$ cat src/design/sar_seq_pkg.sv
// package for the successive approximation sequencer: widths, timing counts, carriers
// assumes a single 25 MHz core clock; the converter clock arrives as a synchronous input
package sar_seq_pkg;

   // result width and number of approximation steps
   localparam int unsigned RESULT_WIDTH = 8;
   localparam int unsigned STEP_COUNT = 8;

   // completion flag must fall within this many converter clock pulses of the trigger rise
   localparam int unsigned EOC_FALL_MAX_PULSES = 8;

   // reset values
   localparam logic [7:0] RESULT_RESET = 8'h00;
   localparam logic [7:0] SAR_RESET = 8'h00;
   localparam logic [2:0] STEP_RESET = 3'h7;

   // code boundary scale: boundary N sits at span*(N/256 + 1/512)
   localparam int unsigned CODE_STEPS = 256;
   localparam int unsigned HALF_STEP_DEN = 512;

   // trial request towards the comparator: code under test and a strobe
   typedef struct packed {
      logic [7:0] code;
      logic valid;
   } trial_t;

   // conversion result towards the host
   typedef struct packed {
      logic [7:0] data;
      logic done;
   } result_t;

endpackage

$ cat src/design/sar_conversion_sequencer.sv
// successive approximation sequencer: clears, runs eight trials, flags completion
// assumes an external comparator answers each trial before the next converter clock tick
// Operation
// each conversion takes exactly eight trials, one result bit each, msb first.
// a rising trigger edge clears the approximation register.
// trials start only after the trigger falls.
// a new trigger pulse abandons the running conversion and restarts it.
// feeding the completion flag back into the trigger gives free-running conversion.
// the outside party should give one external trigger after power-up to start the loop.
// the completion flag falls within zero to eight converter clock pulses of the trigger rise.
// the code boundary N to N+1 sits at ref_lo plus span times (N/256 + 1/512).
// the result register updates one converter clock before the completion flag rises.
// an asynchronous or fast trigger is held high eight clocks plus two microseconds.
// the completion flag rises after the eighth trial and holds until the next trigger rise.
module sar_conversion_sequencer #(
   parameter int unsigned WIDTH = sar_seq_pkg::RESULT_WIDTH
) (
   // clock, reset, enable
   input wire logic core_clk,
   input wire logic nrst,
   input wire logic clk_en,
   // converter clock tick and trigger
   input wire logic conv_tick,
   input wire logic conversion_trigger,
   // comparator: high when input is above the trial code boundary
   input wire logic comp_above,
   // comparator side
   output sar_seq_pkg::trial_t trial,
   // host side
   output logic [7:0] result,
   output logic eoc
);

   // the mask, step counter and result are sized for eight bits only; other widths are refused here
   if (WIDTH != sar_seq_pkg::RESULT_WIDTH) begin : g_width_check
      $error("only an 8-bit result is supported");
   end

   // sequencer states; raise gives the one converter tick between result load and flag
   typedef enum logic [2:0] {IDLE, ARMED, TRIAL, PUBLISH, RAISE} state_t;

   // control group
   state_t state;
   state_t next_state;
   logic [7:0] sar;
   logic [7:0] next_sar;
   logic [2:0] step;
   logic [2:0] next_step;
   logic pending;
   logic next_pending;
   // trial group
   sar_seq_pkg::trial_t trial_q;
   sar_seq_pkg::trial_t next_trial;
   // host group
   logic [7:0] result_q;
   logic [7:0] next_result;
   logic eoc_q;
   logic next_eoc;
   // trigger edges and the decoded action of this cycle
   logic trig_rise;
   logic trig_fall;
   logic abort;
   logic present_now;
   logic decide_now;
   logic last_step;
   logic load_result;
   logic raise_flag;

   // one-hot mask for the bit under test
   function automatic logic [7:0] bit_mask(input logic [2:0] idx);
      bit_mask = 8'h01 << idx;
   endfunction

   // trial code: the bits kept so far plus the bit under test
   function automatic logic [7:0] trial_code(input logic [7:0] kept, input logic [2:0] idx);
      trial_code = kept | bit_mask(idx);
   endfunction

   // trigger edges; the detector starts low so an idle trigger gives no false rise after reset
   edge_detect trig_edges (
      .core_clk(core_clk),
      .nrst(nrst),
      .clk_en(clk_en),
      .level(conversion_trigger),
      .rise(trig_rise),
      .fall(trig_fall)
   );

   // action decode: each converter tick carries at most one step of the conversion
   always_comb begin
      abort = trig_rise;
      present_now = 1'b0;
      decide_now = 1'b0;
      load_result = 1'b0;
      raise_flag = 1'b0;
      last_step = (step == 3'h0);
      if (!abort && conv_tick) begin
         case (state)
            TRIAL: begin
               // two ticks per bit: present the code, then take the comparator's answer
               present_now = !pending;
               decide_now = pending;
            end
            PUBLISH: begin
               load_result = 1'b1;
            end
            RAISE: begin
               raise_flag = 1'b1;
            end
            default: begin
               // ticks are ignored while idle or armed
               present_now = 1'b0;
            end
         endcase
      end
   end

   // control group: state, step counter, present/decide phase, approximation register
   always_comb begin
      next_state = state;
      next_sar = sar;
      next_step = step;
      next_pending = pending;
      if (abort) begin
         // a rise wins over everything in flight: abandon and clear, then wait for the fall
         next_sar = sar_seq_pkg::SAR_RESET;
         next_step = sar_seq_pkg::STEP_RESET;
         next_pending = 1'b0;
         next_state = ARMED;
      end else begin
         case (state)
            IDLE: begin
               // result and flag stand here until the next rise
               next_state = IDLE;
            end
            ARMED: begin
               // with the flag fed back as trigger, its own fall starts the next run
               if (trig_fall) begin
                  next_state = TRIAL;
               end
            end
            TRIAL: begin
               if (present_now) begin
                  next_pending = 1'b1;
               end
               if (decide_now) begin
                  next_pending = 1'b0;
                  // keep the bit when the input lies above the boundary, msb first
                  if (comp_above) begin
                     next_sar = trial_code(sar, step);
                  end
                  if (last_step) begin
                     next_state = PUBLISH;
                  end else begin
                     next_step = step - 3'h1;
                  end
               end
            end
            PUBLISH: begin
               if (load_result) begin
                  next_state = RAISE;
               end
            end
            RAISE: begin
               if (raise_flag) begin
                  next_state = IDLE;
               end
            end
            default: begin
               next_state = IDLE;
            end
         endcase
      end
   end

   always_ff @(posedge core_clk) begin
      if (!nrst) begin
         state <= IDLE;
         sar <= sar_seq_pkg::SAR_RESET;
         step <= sar_seq_pkg::STEP_RESET;
         pending <= 1'b0;
      end else if (clk_en) begin
         state <= next_state;
         sar <= next_sar;
         step <= next_step;
         pending <= next_pending;
      end
   end

   // trial group: the code stands from present to decide, the strobe for one enabled cycle
   always_comb begin
      next_trial = trial_q;
      next_trial.valid = 1'b0;
      if (abort) begin
         // a stale code left by an abandoned run must not reach the comparator
         next_trial.code = 8'h00;
      end else if (present_now) begin
         // the comparator resolves the half-step boundary of this code
         next_trial.code = trial_code(sar, step);
         next_trial.valid = 1'b1;
      end else if (decide_now) begin
         next_trial.code = 8'h00;
      end
   end

   always_ff @(posedge core_clk) begin
      if (!nrst) begin
         trial_q <= '0;
      end else if (clk_en) begin
         trial_q <= next_trial;
      end
   end

   // host group: result register and completion flag
   always_comb begin
      next_result = result_q;
      next_eoc = eoc_q;
      if (abort) begin
         // falls one core cycle after the rise, zero converter pulses, well inside the window
         next_eoc = 1'b0;
      end else begin
         if (load_result) begin
            next_result = sar; // one converter tick ahead of the flag
         end
         if (raise_flag) begin
            next_eoc = 1'b1; // held until the next trigger rise
         end
      end
   end

   always_ff @(posedge core_clk) begin
      if (!nrst) begin
         result_q <= sar_seq_pkg::RESULT_RESET;
         eoc_q <= 1'b0;
      end else if (clk_en) begin
         result_q <= next_result;
         eoc_q <= next_eoc;
      end
   end

   // outputs straight from flops
   assign trial = trial_q;
   assign result = result_q;
   assign eoc = eoc_q;

endmodule

$ cat src/design/edge_detect.sv
// edge detector for a synchronous level input, gated by a clock enable
// assumes the input is already synchronous to core_clk
module edge_detect (
   // clock and reset
   input wire logic core_clk,
   input wire logic nrst,
   input wire logic clk_en,
   // sampled level and its edges
   input wire logic level,
   output logic rise,
   output logic fall
);

   logic prev;
   logic next_prev;

   // previous sample
   always_comb begin
      next_prev = level;
   end

   always_ff @(posedge core_clk) begin
      if (!nrst) begin
         prev <= 1'b0;
      end else if (clk_en) begin
         prev <= next_prev;
      end
   end

   // edges only count while enabled, so a frozen block sees none
   assign rise = clk_en & level & ~prev;
   assign fall = clk_en & ~level & prev;

endmodule

$ cat config.mk
export PLATFORM = sky130hd
export DESIGN_NAME = sar_conversion_sequencer
export DESIGN_NICKNAME = d
export VERILOG_FILES = /design/src/design/sar_seq_pkg.sv /design/src/design/sar_conversion_sequencer.sv /design/src/design/edge_detect.sv
export SDC_FILE = /design/constraint.sdc
export NUM_CORES = 1
export LEC_CHECK = 0
export BUFFER_PORTS_ARGS = -buffer_cell sky130_fd_sc_hd__buf_4
export CORE_AREA = 3 3 55 67
export DETAILED_ROUTE_END_ITERATION = 10
export DIE_AREA = 0 0 58 70
export MAX_ROUTING_LAYER = met4
export PLACE_DENSITY = 0.75
export SETUP_SLACK_MARGIN = 0.4
export SLEW_MARGIN = 30
export SYNTH_ARGS = -nofsm -noshare
export SYNTH_HDL_FRONTEND = slang
export SYNTH_SLANG_ARGS = --single-unit
$ cat constraint.sdc
create_clock -name core_clk -period 1.65 [get_ports core_clk]
set_input_delay 0.0825 -clock core_clk [delete_from_list [all_inputs] [get_ports core_clk]]
set_output_delay 0.0825 -clock core_clk [all_outputs]
set_load 0.1 [all_outputs]
==> Word level (Yosys, flattened, before mapping) <==
Index checks and enable logic that the tools add are counted.
W data, S select, Z words.
{ "totals": {"ff_bits": 34, "input_bits": 6, "output_inout_bits": 18, "word_cells": 79} }
{ "classes": {"addsub": 1, "n_eq_ne": 10, "shift": 1, "n_mux": 34, "n_bitwise": 8, "reduce_logical": 16} }
{ "op_table": {"columns": ["operator", "n"], "rows": [
  ["$mux W8", 7],
  ["$mux W3", 10],
  ["$mux W1", 16],
  ["$ne A3 B3 Y1 const B", 4],
  ["$pmux W3 S4", 1],
  ["$or A8 B8 Y8", 1],
  ["$reduce_and A4 Y1", 2],
  ["$reduce_bool A2 Y1", 4],
  ["$shl A1 B3 Y8 const A", 1],
  ["$eq A3 B2 Y1 const B", 2],
  ["$reduce_and A3 Y1", 2],
  ["$reduce_and A6 Y1", 1],
  ["$and A1 B1 Y1", 4],
  ["$reduce_and A2 Y1", 2],
  ["$eq A3 B1 Y1 const B", 1],
  ["$eq A3 B3 Y1 const B", 1],
  ["$logic_not A3 Y1", 1],
  ["$ne A3 B2 Y1 const B", 1],
  ["$not A1 Y1", 3],
  ["$reduce_bool A3 Y1", 1],
  ["$sub A3 B1 Y3 const B", 1],
  ["$logic_not A1 Y1", 2],
  ["$ne A2 B2 Y1 const B", 1],
  ["$logic_and A1 B1 Y1", 1]
]} }

==> Logic depth before layout (Yosys ltp) <==
{ "logic_depth": {"word_depth": 9, "depth_mapped": 6, "ltp_nobuf": 6} }

==> By module <==
From an unflattened synthesis, not the netlist that was laid out.
{ "hier_totals": {"cells_unflattened": 193, "hier_area_um2": 1656.6} }
{ "by_module_without_submodules": {"columns": ["mod", "instances", "cells_each", "area_per_inst_um2", "seq_area_each_um2"], "rows": [
  ["sar_conversion_sequencer", 1, 187, 1605.3, 660.6],
  ["edge_detect", 1, 6, 51.3, 20.0]
]} }

==> Worst setup path before layout <==
No wires, ideal clock.
{ "synth_path": {"path_type": "reg-to-reg", "from": "register step[0]", "to": "register state[0]", "setup_time_ns": 0.124, "arrival_time_ns": 1.399, "required_ns": 1.526, "setup_slack_ns": 0.127, "stages_incl_launch_ff": 7, "synth_period_minus_slack_ns": 1.523, "cell_sequence": "dfxtp_1 inv_1 ha_1 nor2b_1 a31o_2 a221oi_1 a21oi_1"} }
{ "synth_via": {"elab_chain_cells": 3} }
{ "synth_rtl": {"columns": ["element", "line", "text"], "rows": [
  ["start: declaration", "sar_conversion_sequencer.sv:47", "logic [2:0] step;"],
  ["start signal: assignment", "sar_conversion_sequencer.sv:180", "step <= sar_seq_pkg::STEP_RESET;"],
  ["start signal: assignment", "sar_conversion_sequencer.sv:185", "step <= next_step;"],
  ["$logic_not A3 Y1", "sar_conversion_sequencer.sv:96", "last_step = (step == 3'h0);"],
  ["$ne A3 B3 Y1 (no line)", null, null],
  ["$reduce_and A6 Y1 (no line)", null, null],
  ["end signal: assignment", "sar_conversion_sequencer.sv:183", "state <= next_state;"],
  ["end: declaration", "sar_conversion_sequencer.sv:43", "state_t state;"]
]} }
Every way passes these cells.
A chain may end at the register's enable or synchronous reset.

==> Worst setup path after layout <==
{ "layout_path": {"from": "register state[2]", "to": "register step[2]"} }
{ "layout_via": {"elab_chain_cells": 5, "word_cells_on_any_way": 6, "classes_between": "1 x eq/ne; 2 x mux; 3 x reduce/logical"} }
{ "layout_rtl": {"columns": ["element", "line", "text"], "rows": [
  ["$eq A3 B2 Y1 (*)", "sar_conversion_sequencer.sv:98, sar_conversion_sequencer.sv:131", null],
  ["$mux W1", "sar_conversion_sequencer.sv:98", "case (state)"],
  ["$mux W1", "sar_conversion_sequencer.sv:97", "if (!abort && conv_tick) begin"],
  ["$reduce_bool A2 Y1 (no line)", null, null],
  ["$reduce_and A4 Y1 (no line) (*)", null, null]
]} }
Mark *: on every way between the ends. The rest lies on a longest branch, timed or not.

==> metrics.txt <==
# TYPE chip_impl_metric gauge
chip_impl_metric{name="number_of_levels_the_h_tree_was_split_into",unit=""} 2
chip_impl_metric{name="p_seq_frac",unit=""} 0.471
chip_impl_metric{name="finalWorstPathRequiredPeriod",unit="ns"} 1.405
chip_impl_metric{name="synthesis.area_per_instance",unit="um^2"} 9.271
chip_impl_metric{name="grt_overflow_total",unit=""} 0
chip_impl_metric{name="dpl.hpwl",unit="mm"} 2.469
chip_impl_metric{name="swShare",unit=""} 0.2097
chip_impl_metric{name="worst_pin_slew",unit="ns"} 0.4536
chip_impl_metric{name="yosys.area.top_type_share",unit=""} 0.4560
chip_impl_metric{name="totalNegativeSetupSlack",unit="ns"} 0
chip_impl_metric{name="synth_fp_nets",unit=""} 172
chip_impl_metric{name="die_h",unit="um"} 70
chip_impl_metric{name="synth_sequential_area_ratio",unit=""} 0.4560
chip_impl_metric{name="timing.critical_path.slowest_cell_delay",unit="ns"} 0.38
chip_impl_metric{name="reg2reg_setup_slack",unit="ns"} 0.25
chip_impl_metric{name="cts.sinks",unit=""} 34
chip_impl_info{name="synthMostInstantiatedCell",value="sky130_fd_sc_hd__dfxtp_1"} 1
chip_impl_metric{name="netSwitchingPower",unit="uW"} 368.0
chip_impl_metric{name="groute.layer.met3.usage",unit=""} 0.04991
chip_impl_metric{name="first_global_vias",unit=""} 1300
chip_impl_metric{name="finalSetupViolations",unit=""} 0
chip_impl_info{name="worstSetupEndpoint",value="step[2]"} 1
chip_impl_metric{name="cp_data_required_time",unit="ns"} 1.88
chip_impl_metric{name="grt_pass1_wl",unit="mm"} 6.251
chip_impl_metric{name="drt_iter0_markers",unit=""} 84
chip_impl_info{name="grt_setup_unrepaired",value="yes"} 1
chip_impl_metric{name="post_route_cells_drive_above_1_share",unit=""} 0.4615
chip_impl_metric{name="die_width",unit="um"} 58
chip_impl_info{name="criticalPathCategory",value="flip-flop to flip-flop"} 1
chip_impl_metric{name="routed_via_count",unit=""} 1384
chip_impl_metric{name="slew-limit-headroom",unit=""} 0.6976
chip_impl_info{name="netlist_top_cells_count",value="sky130_fd_sc_hd__dfxtp_1, sky130_fd_sc_hd__nor2_1, sky130_fd_sc_hd__nand2_1"} 1
chip_impl_info{name="worstPathCellList",value="nor3b_4 > buf_4 > a41oi_1 > or3_1"} 1
chip_impl_metric{name="internal_power",unit="mW"} 1.387
chip_impl_metric{name="ioPinCount",unit=""} 24
chip_impl_metric{name="synth_warnings",unit=""} 0
chip_impl_metric{name="antenna_cells_inserted",unit=""} 0
chip_impl_metric{name="clock_power_share",unit=""} 0.456
chip_impl_metric{name="die_area",unit="um^2"} 4060
chip_impl_metric{name="final-max-slew-violation-count",unit=""} 0
chip_impl_info{name="critical_path.reg2reg.startpoint",value="state[2]"} 1
chip_impl_metric{name="drtPass1Iterations",unit=""} 4
chip_impl_info{name="timing.hold.worst.class",value="primary input to flip-flop"} 1
chip_impl_metric{name="area.growth.synth_to_final",unit="%"} 40.15
chip_impl_metric{name="post_layout_nonfiller_instances",unit=""} 244
chip_impl_info{name="critical_path_s_slowest_cell",value="sky130_fd_sc_hd__dfxtp_4"} 1
chip_impl_metric{name="post_synth_instance_area",unit="um^2"} 1493
chip_impl_metric{name="post-route-drc-count",unit=""} 0
chip_impl_metric{name="synth_edf_count",unit=""} 0
chip_impl_info{name="status",value="completed"} 1
chip_impl_metric{name="timing.clock.skew",unit="ns"} 0.004555
chip_impl_metric{name="gpl.final_weighted_congestion",unit=""} 0.9377
chip_impl_metric{name="final_net_count",unit=""} 218
chip_impl_metric{name="placed_cells_incl_taps",unit=""} 218
chip_impl_info{name="critical_path.reg2reg.endpoint",value="step[2]"} 1
chip_impl_metric{name="cts_max_path_buffers",unit=""} 2
chip_impl_info{name="cell_type_with_the_largest_total_area_after_synthesis",value="sky130_fd_sc_hd__dfxtp_1"} 1
chip_impl_metric{name="reg2regPathDepth",unit=""} 4
chip_impl_info{name="start_kind",value="flip-flop"} 1
chip_impl_metric{name="rows",unit=""} 22
chip_impl_info{name="globalRoute.busiestLayer",value="met2"} 1
chip_impl_metric{name="timing.fmax",unit="MHz"} 711.9
chip_impl_metric{name="avgViaCountPerCell",unit=""} 5.672
chip_impl_metric{name="detail-route-antenna-nets",unit=""} 0
chip_impl_metric{name="antenna_found_initial",unit=""} 0
chip_impl_metric{name="grtUsageTotal",unit=""} 0.2075
chip_impl_metric{name="final.period_utilization",unit=""} 0.8513
chip_impl_metric{name="postSynthRegisterBits",unit=""} 34
chip_impl_metric{name="total_leakage_power",unit="nW"} 0.9397
chip_impl_metric{name="placement.io_buffers",unit=""} 23
chip_impl_metric{name="power.share.combinational",unit=""} 0.073
chip_impl_metric{name="crit_arrival",unit="ns"} 1.64
chip_impl_metric{name="core_footprint",unit="um^2"} 3083
chip_impl_metric{name="grt_util_met2",unit=""} 0.3178
chip_impl_info{name="setup.worst_path.start",value="state[2]"} 1
chip_impl_info{name="synth-main-ff-cell",value="sky130_fd_sc_hd__dfxtp_1"} 1
chip_impl_metric{name="cap_viol_max_count",unit=""} 0
chip_impl_metric{name="grt_use_met1",unit=""} 0.2554
chip_impl_metric{name="worst_ir_drop_vdd",unit="mV"} 0.6683
chip_impl_metric{name="start_util",unit=""} 0.4842
chip_impl_metric{name="tritoncts.num_buffers",unit=""} 5
chip_impl_info{name="top_area_cells_in_the_synthesized_netlist",value="sky130_fd_sc_hd__dfxtp_1, sky130_fd_sc_hd__mux2i_1, sky130_fd_sc_hd__nor2_1, sky130_fd_sc_hd__a21oi_1, sky130_fd_sc_hd__ha_1"} 1
chip_impl_metric{name="crit_fanout",unit=""} 7
chip_impl_metric{name="post_synth_inst_count",unit=""} 161
chip_impl_info{name="cts_tree",value="built"} 1
chip_impl_metric{name="worstSkewPairLatency",unit="ns"} 0.34
chip_impl_info{name="cts_root_buf",value="sky130_fd_sc_hd__clkbuf_4"} 1
chip_impl_info{name="worst_setup_path_end_kind",value="flip-flop"} 1
chip_impl_metric{name="grt_start_max_net_pins",unit=""} 12
chip_impl_metric{name="fraction_of_registers_with_async_set_or_reset_after_synthesis",unit=""} 0
chip_impl_metric{name="ys_types",unit=""} 43
chip_impl_metric{name="timing_hold_violations_final",unit=""} 0
chip_impl_metric{name="total_detailed_routing_wirelength",unit="mm"} 3.834
chip_impl_metric{name="post_drt_wl_per_cell",unit="um"} 15.71
chip_impl_metric{name="power-per-cell-area",unit="nW/um^2"} 839.1
chip_impl_metric{name="clkTransAtPathRegs",unit="ns"} 0.10
## per-layer routing
layer,share of wire,up-vias
met2,0.49,58
met5,0,-
met4,0.018,0
li1,-,666
met1,0.43,654
met3,0.062,6
## critical path: cells and delay by family, from the launching register on
| family | cells | cell delay (ns) |
|---|---|---|
| simple gates | 2 | 0.64 |
| flops | 1 | 0.38 |
| buf+inv | 1 | 0.17 |
| compound gates | 1 | 0.10 |
## sequential cells by signal (all words and copies together) (netlist names)
name / flops
step: 3
state: 3
result: 8
pending: 1
trial: 9
trig_edges.prev: 1
sar: 8
eoc: 1
## worst min path at each step
stage	start	cells past startpoint	slack, ns	to
after detailed placement	clk_en	2	0.35	state[0]
after floorplan	nrst	2	0.22	state[0]
final	clk_en	3	0.02	state[1]
after CTS	clk_en	3	0.004	state[1]
after global placement	clk_en	2	0.33	state[0]
after global routing	clk_en	3	0.01	state[1]
## layout by cell type (no fill, tap or decap), types with 2 or more instances in the layout
cell,n
sky130_fd_sc_hd__o21ai_1,3
sky130_fd_sc_hd__ha_1,4
sky130_fd_sc_hd__nand2_4,2
sky130_fd_sc_hd__nand2b_1,2
sky130_fd_sc_hd__clkbuf_4,5
sky130_fd_sc_hd__dfxtp_2,10
sky130_fd_sc_hd__dfxtp_1,19
sky130_fd_sc_hd__nand4_1,3
sky130_fd_sc_hd__o21ai_2,5
sky130_fd_sc_hd__inv_1,4
sky130_fd_sc_hd__mux2i_1,9
sky130_fd_sc_hd__nand2_1,12
sky130_fd_sc_hd__a22o_1,3
sky130_fd_sc_hd__buf_4,41
sky130_fd_sc_hd__a21oi_1,13
sky130_fd_sc_hd__nor2_1,19
sky130_fd_sc_hd__a31oi_1,2
sky130_fd_sc_hd__nor3b_1,2
sky130_fd_sc_hd__dfxtp_4,5
sky130_fd_sc_hd__nor3b_4,2
sky130_fd_sc_hd__nor3_2,2
sky130_fd_sc_hd__nor3_1,2
sky130_fd_sc_hd__nand2_2,4
sky130_fd_sc_hd__bufinv_16,2
## kinds of logic (layout without fill, tap and decap cells)
| logic type | count (synthesis) | in the layout | share of synthesized area |
|---|---|---|---|
| buf+inv | 12 | 58 | 0.04694 |
| mux | 9 | 9 | 0.06035 |
| xor+xnor | 2 | 2 | 0.01174 |
| fa+ha+maj | 5 | 5 | 0.04191 |
| flops | 34 | 34 | 0.4560 |
| simple gates | 61 | 62 | 0.2171 |
| compound gates | 38 | 38 | 0.1660 |
## power groups by stage
stage                     Combinational [mW]  Clock (mW)  Sequential [mW]
after global placement                0.0886           0            0.852
after detailed placement              0.0908           0            0.853
after global routing                   0.139       0.856            0.829
final                                  0.128       0.800            0.827
after floorplan                       0.0630           0            0.851
after CTS                              0.114       0.821            0.828
## cell type report
class / count / area (um^2)
well taps: 36 / 45.04
fillers: 249 / 991.0
clock inverters: 2 / 60.06
inverters: 6 / 25.02
flip-flops and latches: 34 / 711.9
multi-input cells: 116 / 864.6
clock buffers: 6 / 51.30
repair buffers: 44 / 334.1
## what timing repair did
action,in CTS,in global routing
hold buffers,1,0
cloned,2,0
gates resized for setup,26,7
hold endpoints to repair,1,0
setup endpoints to repair,32,32
pin swaps,12,6
setup buffers,11,4
## per-stage QoR
stage          total power [mW]  instance area, um^2    util  hold slack [ns]  setup slack (ns)
5_1_grt                   1.824                 2092  0.6786          0.01190            0.1453
2_1_floorplan            0.9139                 1553       -           0.2209            0.3286
4_1_cts                   1.762                 2036  0.6603         0.003532            0.2632
6_report                  1.755                 2092  0.6786          0.02244            0.2454
3_5_place_dp             0.9439                 1750  0.5678           0.3501            0.1487
3_3_place_gp             0.9409                 1750  0.5678           0.3333            0.2318
No activity file was read; power rests on OpenSTA's default activity.
